`config.mk`:
```
export PLATFORM = sky130hd
export DESIGN_NAME = smr_readback
export DESIGN_NICKNAME = d
export VERILOG_FILES = /design/src/common/smr_pkg.sv /design/src/design/smr_readback.sv
export SDC_FILE = /design/constraint.sdc
export NUM_CORES = 1
export LEC_CHECK = 0
export BUFFER_PORTS_ARGS = -buffer_cell sky130_fd_sc_hd__buf_2
export CORE_UTILIZATION = 45
export DETAILED_ROUTE_END_ITERATION = 8
export PLACE_DENSITY = 0.69
export SYNTH_ARGS = -nofsm -noshare
export SYNTH_HDL_FRONTEND = slang
export SYNTH_SLANG_ARGS = --single-unit
```
`constraint.sdc`:
```
create_clock -name clock_in -period 2.19 [get_ports clock_in]
set_clock_uncertainty 0.2 [all_clocks]
set_input_delay 0.219 -clock clock_in [delete_from_list [all_inputs] [get_ports clock_in]]
set_output_delay 0.219 -clock clock_in [all_outputs]
set_load 0.02 [all_outputs]
```
`src/common/smr_pkg.sv`:
```
// package for the diagnostic converter monitor readback bank
// assumes an 8-bit register read port supplied by the device control-port logic
// ****************************************************************
// ****************************************************************
package smr_pkg;

  // ****************************************************************
  // source numbering and channel identifiers
  // ****************************************************************
  localparam int unsigned SMR_NSRC = 6;
  localparam logic [2:0] SMR_SRC_OUT1_NEG = 3'h0;
  localparam logic [2:0] SMR_SRC_OUT2_POS = 3'h1;
  localparam logic [2:0] SMR_SRC_OUT2_NEG = 3'h2;
  localparam logic [2:0] SMR_SRC_TEMP     = 3'h3;
  localparam logic [2:0] SMR_SRC_SUPPLY   = 3'h4;
  localparam logic [2:0] SMR_SRC_AUX      = 3'h5;

  localparam logic [3:0] SMR_ID_OUT1_NEG = 4'h7;
  localparam logic [3:0] SMR_ID_OUT2_POS = 4'h8;
  localparam logic [3:0] SMR_ID_OUT2_NEG = 4'h9;
  localparam logic [3:0] SMR_ID_TEMP     = 4'hA;
  localparam logic [3:0] SMR_ID_SUPPLY   = 4'hC;
  localparam logic [3:0] SMR_ID_AUX      = 4'hD;

  // ****************************************************************
  // register offsets
  // ****************************************************************
  localparam logic [7:0] SMR_OUT1_NEG_MONITOR_LOW      = 8'h65;
  localparam logic [7:0] SMR_OUT2_POS_MONITOR_HIGH     = 8'h66;
  localparam logic [7:0] SMR_OUT2_POS_MONITOR_LOW      = 8'h67;
  localparam logic [7:0] SMR_OUT2_NEG_MONITOR_HIGH     = 8'h68;
  localparam logic [7:0] SMR_OUT2_NEG_MONITOR_LOW      = 8'h69;
  localparam logic [7:0] SMR_TEMPERATURE_MONITOR_HIGH  = 8'h6A;
  localparam logic [7:0] SMR_TEMPERATURE_MONITOR_LOW   = 8'h6B;
  localparam logic [7:0] SMR_SUPPLY_MONITOR_HIGH       = 8'h6E;
  localparam logic [7:0] SMR_SUPPLY_MONITOR_LOW        = 8'h6F;
  localparam logic [7:0] SMR_AUX_INPUT_MONITOR_HIGH    = 8'h70;
  localparam logic [7:0] SMR_AUX_INPUT_MONITOR_LOW     = 8'h71;

  // ****************************************************************
  // field layout and reset values
  // ****************************************************************
  localparam int unsigned SMR_RES_W      = 12;
  localparam int unsigned SMR_HIGH_LSB   = 4;
  localparam logic [11:0] SMR_RES_RESET  = 12'h000;
  localparam logic [7:0]  SMR_RD_UNMAPPED = 8'h00;

  // one conversion result from the converter
  typedef struct packed {
    logic        valid;
    logic [2:0]  src;
    logic [11:0] value;
  } smr_conv_s;

  // whole block state
  typedef struct packed {
    logic [SMR_NSRC-1:0][11:0] result;
    logic [7:0]                rd_data;
  } smr_state_s;

endpackage : smr_pkg

```
`src/design/smr_readback.sv`:
```
// readback bank holding the latest converter result per monitored source
// assumes conversion results and register reads arrive synchronous to clock_in
`timescale 1ns/1ps

module smr_readback (
  // clock and reset
  input  wire logic              clock_in,
  input  wire logic              resetn_in,
  // converter result stream
  input  wire smr_pkg::smr_conv_s conv_in,
  // control bits from the configuration registers
  input  wire logic              hold_readback_control_in,
  input  wire logic              supply_diag_enable_in,
  input  wire logic              aux_input_diag_enable_in,
  // register read port
  input  wire logic              rd_en_in,
  input  wire logic [7:0]        rd_addr_in,
  output logic      [7:0]        rd_data_out,
  // sources the sequencer should convert
  output logic      [5:0]        src_enable_out
);
  import smr_pkg::*;

  smr_state_s state;
  smr_state_s next_state;
  logic       accept;

  // ****************************************************************
  // helpers
  // ****************************************************************
  // channel identifier per source, used by the low-register decode; the checks use literal ids
  function automatic logic [3:0] smr_id(input logic [2:0] src);
    unique case (src)
      SMR_SRC_OUT1_NEG: smr_id = SMR_ID_OUT1_NEG;
      SMR_SRC_OUT2_POS: smr_id = SMR_ID_OUT2_POS;
      SMR_SRC_OUT2_NEG: smr_id = SMR_ID_OUT2_NEG;
      SMR_SRC_TEMP:     smr_id = SMR_ID_TEMP;
      SMR_SRC_SUPPLY:   smr_id = SMR_ID_SUPPLY;
      SMR_SRC_AUX:      smr_id = SMR_ID_AUX;
      default:          smr_id = 4'h0;
    endcase
  endfunction : smr_id

  // high byte and low nibble plus id for one stored result
  function automatic logic [7:0] smr_high(input logic [11:0] v);
    smr_high = v[SMR_HIGH_LSB +: 8];
  endfunction : smr_high

  function automatic logic [7:0] smr_low(input logic [11:0] v, input logic [2:0] src);
    smr_low = {v[SMR_HIGH_LSB-1:0], smr_id(src)};
  endfunction : smr_low

  // ****************************************************************
  // source enables and result capture
  // ****************************************************************
  // supply and aux join the conversion cycle only when enabled
  always_comb begin
    src_enable_out = 6'h0F;
    src_enable_out[SMR_SRC_SUPPLY] = supply_diag_enable_in;
    src_enable_out[SMR_SRC_AUX]    = aux_input_diag_enable_in;
  end

  // a result from a disabled or unknown source is dropped; hold freezes all
  assign accept = conv_in.valid && !hold_readback_control_in
                  && (conv_in.src < 3'(SMR_NSRC))
                  && src_enable_out[conv_in.src];

  // ****************************************************************
  // next state: capture plus read mux
  // ****************************************************************
  // both halves come from one stored word, so a pair read while held never tears
  always_comb begin
    next_state = state;
    if (accept) begin
      next_state.result[conv_in.src] = conv_in.value;
    end
    unique case (rd_addr_in)
      SMR_OUT1_NEG_MONITOR_LOW:     next_state.rd_data = smr_low(state.result[0], 3'h0);
      SMR_OUT2_POS_MONITOR_HIGH:    next_state.rd_data = smr_high(state.result[1]);
      SMR_OUT2_POS_MONITOR_LOW:     next_state.rd_data = smr_low(state.result[1], 3'h1);
      SMR_OUT2_NEG_MONITOR_HIGH:    next_state.rd_data = smr_high(state.result[2]);
      SMR_OUT2_NEG_MONITOR_LOW:     next_state.rd_data = smr_low(state.result[2], 3'h2);
      SMR_TEMPERATURE_MONITOR_HIGH: next_state.rd_data = smr_high(state.result[3]);
      SMR_TEMPERATURE_MONITOR_LOW:  next_state.rd_data = smr_low(state.result[3], 3'h3);
      SMR_SUPPLY_MONITOR_HIGH:      next_state.rd_data = smr_high(state.result[4]);
      SMR_SUPPLY_MONITOR_LOW:       next_state.rd_data = smr_low(state.result[4], 3'h4);
      SMR_AUX_INPUT_MONITOR_HIGH:   next_state.rd_data = smr_high(state.result[5]);
      SMR_AUX_INPUT_MONITOR_LOW:    next_state.rd_data = smr_low(state.result[5], 3'h5);
      default:                      next_state.rd_data = SMR_RD_UNMAPPED;
    endcase
    if (!rd_en_in) begin
      next_state.rd_data = state.rd_data;
    end
  end

  // ****************************************************************
  // state register
  // ****************************************************************
  // results clear to zero; writes are never accepted, fields are read-only
  always_ff @(posedge clock_in or negedge resetn_in) begin
    if (!resetn_in) begin
      // only constants here, so the reset path carries no data
      state.result  <= {SMR_NSRC{SMR_RES_RESET}};
      state.rd_data <= 8'h00;
    end else begin
      state <= next_state;
    end
  end

  // the port shows the flop only, so it holds between reads
  assign rd_data_out = state.rd_data;
endmodule : smr_readback

```
After elaboration in Yosys (flattened, before gate mapping):

Index checks and enable logic that the tools add are counted.

* flip-flop bits (word level): 80
* bits of input ports: 30
* logic and storage cells: 32

* $lt $le $gt $ge: 3
* equal/unequal tests: 11
* multiplexer cells: 6
* reduce and logical (&&, ||, !) cells: 5

Operators with widths (count)
* equality test 8 x 7 -> 1 bit, second input constant: 11
* case mux 8 bit (11 select lines): 1
* bitwise mux 72 bit: 1
* demux 12 bit (select 3 bit): 1
* two-way mux 12 bit: 1
* logical AND 1 bit: 4
* < comparator 3 x 4 -> 1 bit, second input constant: 1
* binary-select mux 1 bit (select 3 bit): 1
* greater-or-equal comparator 3 x 1 -> 1 bit, second input constant: 1
* < comparator 3 bit, second input constant: 1
* zero test 1 bit: 1
* two-way mux 1 bit: 1

Logic depth before layout (Yosys ltp):

Gate-level depths: netlist of the first run.

* word-level depth: 5
* mapped depth: 7

Worst setup path after synthesis of the first run:

No wires, ideal clock.

* kind: input-to-reg
* from: input port rd_addr_in[2]
* to: register state (netlist bit rd_data_out[3])
* library setup time: 96 ps
* data arrival time: 1377 ps
* required time: 1894 ps
* setup slack: 517 ps
* cell stages on the path: 5
* buffers on the path: 1
* cells stage by stage: or2_1 or3_1 buf_2 o22a_1 a311oi_2

* word-level cells in the longest chain between the ends: 2
* elaborated cells on any way between the ends: 12

Ends and longest elaborated chain
* start, declared: line smr_readback.sv:17 `input wire logic [7:0] rd_addr_in,`
* equality test 8 x 7 -> 1 bit: line smr_readback.sv:77 `unique case (rd_addr_in)`
* case mux 8 bit (11 select lines) (*): line smr_readback.sv:77
* end signal, assigned: line smr_readback.sv:106 `state <= next_state;`
* end, declared: line smr_readback.sv:24 `smr_state_s state;`

Mark *: on every way between the ends. The rest lies on a longest branch, timed or not.
A chain may end at the register's enable or synchronous reset.

Worst setup path in the final report of the first run:

* from: register state[47] in the netlist's numbering
* to: register state (netlist bit rd_data_out[7])

* word-level cells in the longest chain between the ends: 1

Ends and longest elaborated chain (line)
* case mux 8 bit (11 select lines): smr_readback.sv:77

No other way between the ends.

==> results of run 1 <==
-- flip-flops by register name, summed over array words and instances (netlist names) --
name         flops
rd_data_out      8
state           64
-- power groups by stage --
stage | sequential, mW | combinational, mW | clock, mW
detailed placement | 1.76 | 0.574 | 0
global placement | 1.75 | 0.557 | 0
global route | 1.76 | 0.645 | 1.02
CTS | 1.73 | 0.594 | 0.962
floorplan | 1.71 | 0.434 | 0
finish | 1.73 | 0.587 | 0.935
-- worst reg2reg max path: cells and delay by family, from the launching register on --
kind / cells / cell delay, ps
multiplexers: 1 / 490
flip-flops: 1 / 380
AO/OA/AOI/OAI: 1 / 370
AND/OR/NAND/NOR: 1 / 90
-- layout make-up --
type	count	area [sq um]	share of cell area, %
multi-input cells	184	1560	38.0
inverters	2	7.51	0.183
well taps	99	124	3.02
clock inverters	3	17.5	0.428
clock buffers	12	155	3.79
repair buffers	65	435	10.6
flip-flops and latches	72	1800	44.0
-- cell usage in the layout, fill, tap and decap left out, types with 2 or more instances in the layout --
cell,n
clkinv_2,2
nand4b_1,3
a22oi_1,3
nand2_1,11
dlygate4sd3_1,13
nor3_1,4
or2_1,2
mux4_2,3
nor2_1,18
buf_2,39
buf_4,12
a22o_1,2
dfrtp_1,72
o21ai_1,3
a21oi_1,9
nor4_1,2
conb_1,4
a311oi_1,3
o21ai_0,4
clkbuf_8,11
a211oi_1,2
mux2i_1,8
mux2_2,54
mux2_1,19
nand3_1,7
inv_1,2
-- cell usage after synthesis (3+ instances only) --
master	instances
mux2_1	19
o21ai_0	4
nand2_1	11
mux2i_1	8
mux2_2	54
clkbuf_1	3
buf_2	8
a21oi_1	9
nand3_1	7
nor3_1	4
mux4_2	3
nor2_1	18
a22oi_1	3
dfrtp_1	72
nand4b_1	3
buf_4	14
a311oi_1	3
buf_1	5
o21ai_1	3
-- kinds of logic (layout without fill, tap and decap cells) --
group           Yosys count  after routing
compound gates           39             39
xor+xnor                  2              2
buf+inv                  32             82
flops                    72             72
mux                      84             84
other cells               1              4
simple gates             55             55
-- per-stage QoR --
stage | cells | setup slack (ps)
6_report | 437 | 534
3_5_place_dp | 409 | 208
4_1_cts | 437 | 564
3_3_place_gp | 409 | 209
5_1_grt | 437 | 446
2_1_floorplan | 288 | 517
-- worst max path at each step --
| stage | from | end | slack [ps] | depth (start not counted) |
|---|---|---|---|---|
| after floorplan | rd_addr_in[2] | rd_data_out[3]$_DFFE_PN0P_ | 520 | 5 |
| after global placement | rd_addr_in[3] | rd_data_out[1]$_DFFE_PN0P_ | 210 | 7 |
| after detailed placement | rd_addr_in[3] | rd_data_out[1]$_DFFE_PN0P_ | 210 | 7 |
| after CTS | state[52]$_DFFE_PN0P_ | rd_data_out[4]$_DFFE_PN0P_ | 560 | 5 |
| after global routing | rd_addr_in[3] | rd_data_out[1]$_DFFE_PN0P_ | 450 | 7 |
| final | state[47]$_DFFE_PN0P_ | rd_data_out[7]$_DFFE_PN0P_ | 530 | 3 |
-- per-layer routing --
metal,track usage (%),vias up,wire length (um)
li1,-,1125,-
met1,30.7,1240,3670
met2,29.8,67,3530
met3,4.12,8,378
met4,7.53,0,108
met5,0,-,0
==> flow_summary.json, run 1 <==
{
  "post-dp-hpwl_um": 5320,
  "holdPathEnd": "rd_data_out[4]$_DFFE_PN0P_",
  "endpoint_kind": "flip-flop",
  "first_pass_iters": 4,
  "syn_area_sq_mm": 0.00353,
  "drc": 0,
  "yosys_warnings": 0,
  "ys_seq_elements": 72,
  "swShare_pct": 26.4,
  "outcome": "finished clean",
  "fillers": 644,
  "synth_top_family_by_area": "multiplexers",
  "fin_util_pct": 55.3,
  "synth_compound_area_share_pct": 7.84,
  "synth_fa_ha_area_share_pct": 0,
  "r2r_slack_ps": 530,
  "p_clk_share_pct": 28.7,
  "whs_ps": 71.9,
  "first_global_vias": 2443,
  "crit_type": "reg -> reg",
  "grt_pass1_wl_um": 12900,
  "setup_viol": 0,
  "worstHoldPathType": "in -> reg",
  "comb_power_share_pct": 18.0,
  "num_io_pins": 44,
  "vias_per_cell": 5.58,
  "worstSetupStartpointType": "flip-flop",
  "peakVddDrop_mv": 0.422,
  "timing.final.crit_share_pct": 75.6,
  "yosys.area.top_type": "dfrtp_1",
  "wl_per_cell_um": 17.6,
  "p_int_mw": 2.39,
  "critPathMaxFanout": 2,
  "synthMuxAreaShare_pct": 27.5,
  "ant_nets": 0,
  "gp_congestion": 0.914,
  "tns_ps": 0,
  "grt_use_total_pct": 20.7,
  "cts_buffers": 9,
  "cp_slowest_cell": "mux4_2",
  "p_sw_mw": 0.860,
  "worstHoldStart": "rd_en_in",
  "nNetsFinal": 364,
  "maxSlewViolCount": 0,
  "hold_buffers": 13,
  "grt_overflow": 0,
  "syn_inst": 285,
  "clk_pin_slew_ps": 70,
  "die_w_um": 90.6,
  "ys.flop_type": "dfrtp_1",
  "num_antenna_cells": 0,
  "cts_resized": 0,
  "ff2ff_path_depth": 3,
  "crit_family": "multiplexers",
  "finalInstanceArea_sq_mm": 0.00410,
  "cellLeakagePower_nw": 1.84,
  "critPathArrivalTime_ps": 1680,
  "numPortBuffers": 39,
  "maxCapViolations": 0,
  "fp.coreArea_sq_mm": 0.00741,
  "finalCriticalPeriod_ps": 1660,
  "grt_max_degree": 73,
  "fmax_mhz": 604,
  "yosys-top-cells-area": "dfrtp_1 51%, mux2_2 17%, mux2_1 6.1%",
  "r2r_end": "rd_data_out[7]$_DFFE_PN0P_",
  "reg2reg_from": "state[47]$_DFFE_PN0P_",
  "drt_iter0_markers": 121,
  "cts.sinks": 72,
  "crit_buf_inv": 0,
  "async_flop_share_pct": 100,
  "clkLatencyLatePin_ps": 350,
  "cp_slowest_stage_delay_ps": 490,
  "rsz0062_at_grt": "no",
  "cts_max_path_buffers": 2,
  "p_per_area_mw_per_mm2": 794,
  "hold_viol": 0,
  "h-tree-depth": 3,
  "die_h_um": 90.6,
  "synth-edff-count": 0,
  "syn2layout_area_growth_pct": 16.1,
  "critical_path_required_ps": 2220,
  "tightest_slew_ps": 547,
  "totalPowerFinal_mw": 3.25,
  "place_area_sq_mm": 0.00379,
  "cts_tree": "built",
  "root_buffer": "clkbuf_8",
  "rows": 31,
  "hold_depth": 2,
  "synth-simple-area-share_pct": 7.84,
  "drive_gt1_share_pct": 36.7,
  "ys_types": 48,
  "synth_top_cell_area_share_pct": 51.1,
  "syn_avg_cell_area_sq_um": 12.4,
  "post_cts_buffers": 0,
  "dieArea_sq_mm": 0.00820,
  "power_frac_seq_pct": 53.2,
  "synth-xor-area-share_pct": 0.496,
  "wirelength_um": 7690,
  "vias": 2440,
  "worstPathCellList": "mux4_2 > a211oi_1 > nor2_1",
  "antenna_found_initial": 0,
  "seq_area_frac_synth_pct": 51.1,
  "start_util_pct": 47.6,
  "max_slew_margin_pct": 63.2
}
Power figures use the tool's default switching activity.
==> run 2, diff against run 1 <==
PLACE_DENSITY = 0.72   (was 0.69)
clock period = 1.33 ns   (was 2.19 ns; I/O delays follow)
==> run 2 against run 1 <==
Effect of this change: the flow now finishes with violations (negative setup slack); cell area increased by 15%; via count increased by 6.2%; clock power increased by 140%; non-clock buffer count increased by 37; fmax increased by 6.7%; utilization increased by 8.5 points; global-route usage increased by 0.56 points; largest cell class unchanged; largest power group unchanged.
==> flow_summary.json, run 2 (synthesis gave the netlist of run 1 again) <==
{
  "outcome": "finished, violations left",
  "violations": "negative setup slack",
  "critPathArrivalTime_ps": 1590,
  "rows": 31,
  "maxCapViolations": 0,
  "num_antenna_cells": 0,
  "p_per_area_mw_per_mm2": 1360,
  "antenna_found_initial": 0,
  "crit_type": "reg -> reg",
  "crit_family": "multiplexers",
  "fin_ws_ps": -222,
  "nNetsFinal": 401,
  "top_register": "state",
  "cts_max_path_buffers": 2,
  "cts_buffers": 9,
  "grt_max_degree": 73,
  "start_util_pct": 47.6,
  "fmax_mhz": 644,
  "drive_gt1_share_pct": 52.7,
  "maxSlewViolCount": 0,
  "drt_iter0_markers": 142,
  "setup_viol": 6,
  "h-tree-depth": 3,
  "wl_per_cell_um": 17.8,
  "rsz0062_at_grt": "yes",
  "endpoint_kind": "flip-flop",
  "timing.final.crit_share_pct": 117,
  "power_frac_seq_pct": 45.0,
  "clkLatencyLatePin_ps": 340,
  "die_h_um": 90.6,
  "vias": 2592,
  "clk_pin_slew_ps": 80,
  "worstHoldPathType": "in -> reg",
  "cp_slowest_cell": "mux4_2",
  "root_buffer": "clkbuf_8",
  "critPathMaxFanout": 2,
  "finalInstanceArea_sq_mm": 0.00473,
  "wirelength_um": 8470,
  "mostFrequentLayoutCells": "72 x dfrtp_1, 45 x buf_4, 43 x mux2_2",
  "numPortBuffers": 39,
  "vias_per_cell": 5.46,
  "syn2layout_area_growth_pct": 34.0,
  "cellLeakagePower_nw": 2.17,
  "grt_use_total_pct": 21.2,
  "hold_viol": 0,
  "place_area_sq_mm": 0.00421,
  "mostFrequentLayoutCell": "dfrtp_1",
  "largest_reg_flops": 64,
  "finalCriticalPeriod_ps": 1550,
  "first_global_vias": 2630,
  "fillers": 581,
  "cp_slowest_stage_delay_ps": 470,
  "dieArea_sq_mm": 0.00820,
  "num_io_pins": 44,
  "comb_power_share_pct": 19.6,
  "die_w_um": 90.6,
  "peakVddDrop_mv": 0.743,
  "swShare_pct": 24.5,
  "fp.coreArea_sq_mm": 0.00741,
  "p_clk_share_pct": 35.4,
  "cts_tree": "built",
  "p_sw_mw": 1.57,
  "ant_nets": 0,
  "worstPathCellList": "mux4_2 > a2bb2oi_2 > o211ai_1 > o21a_1",
  "tns_ps": -833,
  "grt_overflow": 0,
  "worstSetupStartpointType": "flip-flop",
  "critical_path_required_ps": 1370,
  "grt_pass1_wl_um": 13500,
  "first_pass_iters": 6,
  "p_int_mw": 4.85,
  "post-dp-hpwl_um": 5970,
  "cts.sinks": 72,
  "drc": 0,
  "gp_congestion": 0.893,
  "crit_buf_inv": 0
}
run 2: cell count changes in the layout (fill, tap and decap cells not counted), sizes merged:
cell         change
clkinvlp         -1
buf             +35
clkbuf           -2
bufinv           +4
dlygate4sd3      +1
inv              +1
run 2: final timing paths:
path	from	to	slack [ps]	depth (start not counted)
worst min-delay path	rd_addr_in[5]	rd_data_out[5]$_DFFE_PN0P_	100	5
worst max register to register	state[42]$_DFFE_PN0P_	rd_data_out[6]$_DFFE_PN0P_	-220	4
worst max-delay path	state[42]$_DFFE_PN0P_	rd_data_out[6]$_DFFE_PN0P_	-220	4
worst min register to register	state[44]$_DFFE_PN0P_	state[44]$_DFFE_PN0P_	290	1
min in group asynchronous	resetn_in	state[63]$_DFFE_PN0P_	140	3
max in group asynchronous	resetn_in	state[61]$_DFFE_PN0P_	470	3
run 2: per-layer routing:
metal	up-vias	routed length, um	track usage (%)
met1	1308	3940	29.4
li1	1201	-	-
met2	77	4110	34.4
met4	0	69	5.51
met5	-	0	0
met3	6	357	3.70
run 2: worst register-to-register path, stage by stage (launching register included):
cell and delay [ps]:
dfrtp_1 400, mux4_2 470, a2bb2oi_2 150, o211ai_1 110, o21a_1 120
run 2: cell type report:
class                   instances  area, sq um  area share (%)
inverters                       2         7.51           0.159
multi-input cells             184         1770            37.5
flip-flops and latches         72         1800            38.1
repair buffers                102          756            16.0
clock buffers                   9          124            2.62
well taps                      99          124            2.62
clock inverters                 7          143            3.02
run 2: power groups by stage:
stage / Clock [mW] / Sequential, mW / Combinational, mW
CTS: 2.32 / 2.88 / 1.22
global route: 2.40 / 2.94 / 1.36
finish: 2.27 / 2.89 / 1.26
global placement: 0 / 2.90 / 1.12
floorplan: 0 / 2.82 / 0.837
detailed placement: 0 / 2.92 / 1.16
run 2: through the flow:
step | util [%] | total power, mW | std cells | hold WS [ps] | setup WS, ps
2_1_floorplan | - | 3.65 | 288 | -363 | -245
3_3_place_gp | 56.8 | 4.02 | 440 | -12.3 | -457
3_5_place_dp | 56.8 | 4.08 | 440 | -10.5 | -485
4_1_cts | 62.8 | 6.42 | 471 | 91.1 | -186
5_1_grt | 63.8 | 6.69 | 475 | 121 | -275
6_report | 63.8 | 6.42 | 475 | 97.6 | -222
run 2: repair_timing:
item                                    CTS  global route
pin swaps                                 8             8
endpoints found under the setup margin    7             8
hold buffers                             14             0
setup buffers                             1             4
hold endpoints to repair                140             0
gates resized for setup                   9            11
==> run 3, diff against run 2 <==
PLACE_DENSITY = 0.69   (was 0.72)
clock period = 2 ns   (was 1.33 ns; I/O delays follow)
==> run 3 against run 2 <==
Effect of this change: the flow now finishes without violations; sequential share of layout area up 4.9 points; non-clock buffer count down 29; hold slack worse by 66 ps; cell count down 6.1%; via count down 7.5%; sequential power down 34%; count of clock-buffer cells in the layout up 1; power down 41%; critical endpoint unchanged.
==> flow_summary.json, run 3 (synthesis gave the netlist of run 1 again) <==
{
  "critPathMaxFanout": 2,
  "cts_buffers": 9,
  "post-place-ws_ps": 126,
  "largest_reg_flops": 64,
  "dieArea_sq_mm": 0.00820,
  "p_sw_mw": 0.986,
  "cts_max_path_buffers": 2,
  "cp-startpoint": "state[46]$_DFFE_PN0P_",
  "critPathArrivalTime_ps": 1690,
  "fin_ws_ps": 364,
  "h-tree-depth": 3,
  "hold_buffers": 13,
  "post-dp-hpwl_um": 5320,
  "rows": 31,
  "crit_buf_inv": 0,
  "p_per_area_mw_per_mm2": 907,
  "crit_cells": 4,
  "maxCapViolations": 0,
  "power_frac_seq_pct": 50.0,
  "worstHoldStart": "rd_addr_in[1]",
  "p_int_mw": 2.82,
  "mostFrequentLayoutCells": "72 x dfrtp_1, 54 x mux2_2, 39 x buf_2",
  "critical_path_required_ps": 2050,
  "cts_tree": "built",
  "finalInstanceArea_sq_mm": 0.00420,
  "worstPathCellList": "mux4_2 > a2bb2oi_1 > o211ai_1 > o21a_1",
  "cts_resized": 0,
  "maxSlewViolCount": 0,
  "num_io_pins": 44,
  "top_register": "state",
  "p_clk_share_pct": 32.8,
  "totalPowerFinal_mw": 3.80,
  "peakVddDrop_mv": 0.685,
  "gp_congestion": 0.955,
  "first_pass_iters": 5,
  "comb_power_share_pct": 17.1,
  "syn2layout_area_growth_pct": 18.9,
  "cp_slowest_cell": "mux4_2",
  "crit_type": "reg -> reg",
  "r2r_slack_ps": 360,
  "wirelength_um": 7680,
  "fp.coreArea_sq_mm": 0.00741,
  "place_area_sq_mm": 0.00385,
  "ff2ff_path_depth": 4,
  "fmax_mhz": 611,
  "worstSetupStartpointType": "flip-flop",
  "worstHoldPathType": "in -> reg",
  "drc": 0,
  "cellLeakagePower_nw": 1.90,
  "numPortBuffers": 39,
  "tns_ps": 0,
  "die_w_um": 90.6,
  "finalCriticalPeriod_ps": 1640,
  "timing.final.crit_share_pct": 81.8,
  "ant_nets": 0,
  "grt_pass1_wl_um": 12600,
  "vias": 2398,
  "mostFrequentLayoutCell": "dfrtp_1",
  "grt_use_total_pct": 20.3,
  "swShare_pct": 25.9,
  "cp_slowest_stage_delay_ps": 500,
  "hold_depth": 3,
  "post_cts_buffers": 0,
  "clk_pin_slew_ps": 80,
  "outcome": "finished clean",
  "hold_viol": 0,
  "wl_per_cell_um": 17.2,
  "drt_iter0_markers": 137,
  "rsz0062_at_grt": "no",
  "setup_viol": 0,
  "grt_max_degree": 73,
  "start_util_pct": 47.6,
  "die_h_um": 90.6,
  "num_antenna_cells": 0,
  "clkLatencyLatePin_ps": 350,
  "antenna_found_initial": 0,
  "grt_overflow": 0,
  "vias_per_cell": 5.38,
  "first_global_vias": 2420,
  "reg2reg_from": "state[46]$_DFFE_PN0P_",
  "nNetsFinal": 372,
  "cts.sinks": 72,
  "root_buffer": "clkbuf_8",
  "crit_family": "multiplexers",
  "drive_gt1_share_pct": 38.3,
  "endpoint_kind": "flip-flop"
}
-- run 3: layout make-up --
type	instances	area, sq um
Sequential cell	72	1800
Multi-Input combinational cell	184	1560
Timing Repair Buffer	73	495
Fill cell	634	3210
Tap cell	99	124
Clock inverter	6	83.8
Inverter	2	7.51
Clock buffer	10	128
-- run 3: power by group through the flow --
stage	Sequential (mW)	Clock [mW]	Combinational [mW]
6_report	1.90	1.25	0.652
3_5_place_dp	1.93	0	0.636
5_1_grt	1.93	1.32	0.711
3_3_place_gp	1.92	0	0.623
2_1_floorplan	1.87	0	0.475
4_1_cts	1.90	1.27	0.659
-- run 3: worst reg2reg max path: cells and delay by family (launching register included) --
kind	cells	cell delay [ps]
mux	1	500
compound gates	3	450
flops	1	380
-- run 3: metrics by stage --
stage	cells	util [%]	hold WS [ps]
floorplan	288	-	-296
global placement	417	52.0	55.2
detailed placement	417	52.0	58.0
CTS	446	56.6	17.2
global route	446	56.6	52.0
finish	446	56.6	31.3
-- run 3: metal layers --
metal / track usage [%] / vias to the layer above / part of all wire [%]
li1: - / 1139 / -
met1: 28.6 / 1185 / 48
met2: 29.9 / 65 / 44
met3: 3.70 / 9 / 6.0
met4: 10.1 / 0 / 1.3
met5: 0 / - / 0
-- run 3: path summary, 6_finish.rpt --
kind                                         endpoint
max in group asynchronous       state[23]$_DFFE_PN0P_
setup / recovery           rd_data_out[6]$_DFFE_PN0P_
setup reg to reg           rd_data_out[6]$_DFFE_PN0P_
hold / removal             rd_data_out[2]$_DFFE_PN0P_
min in group asynchronous       state[34]$_DFFE_PN0P_
hold reg to reg                 state[77]$_DFFE_PN0P_
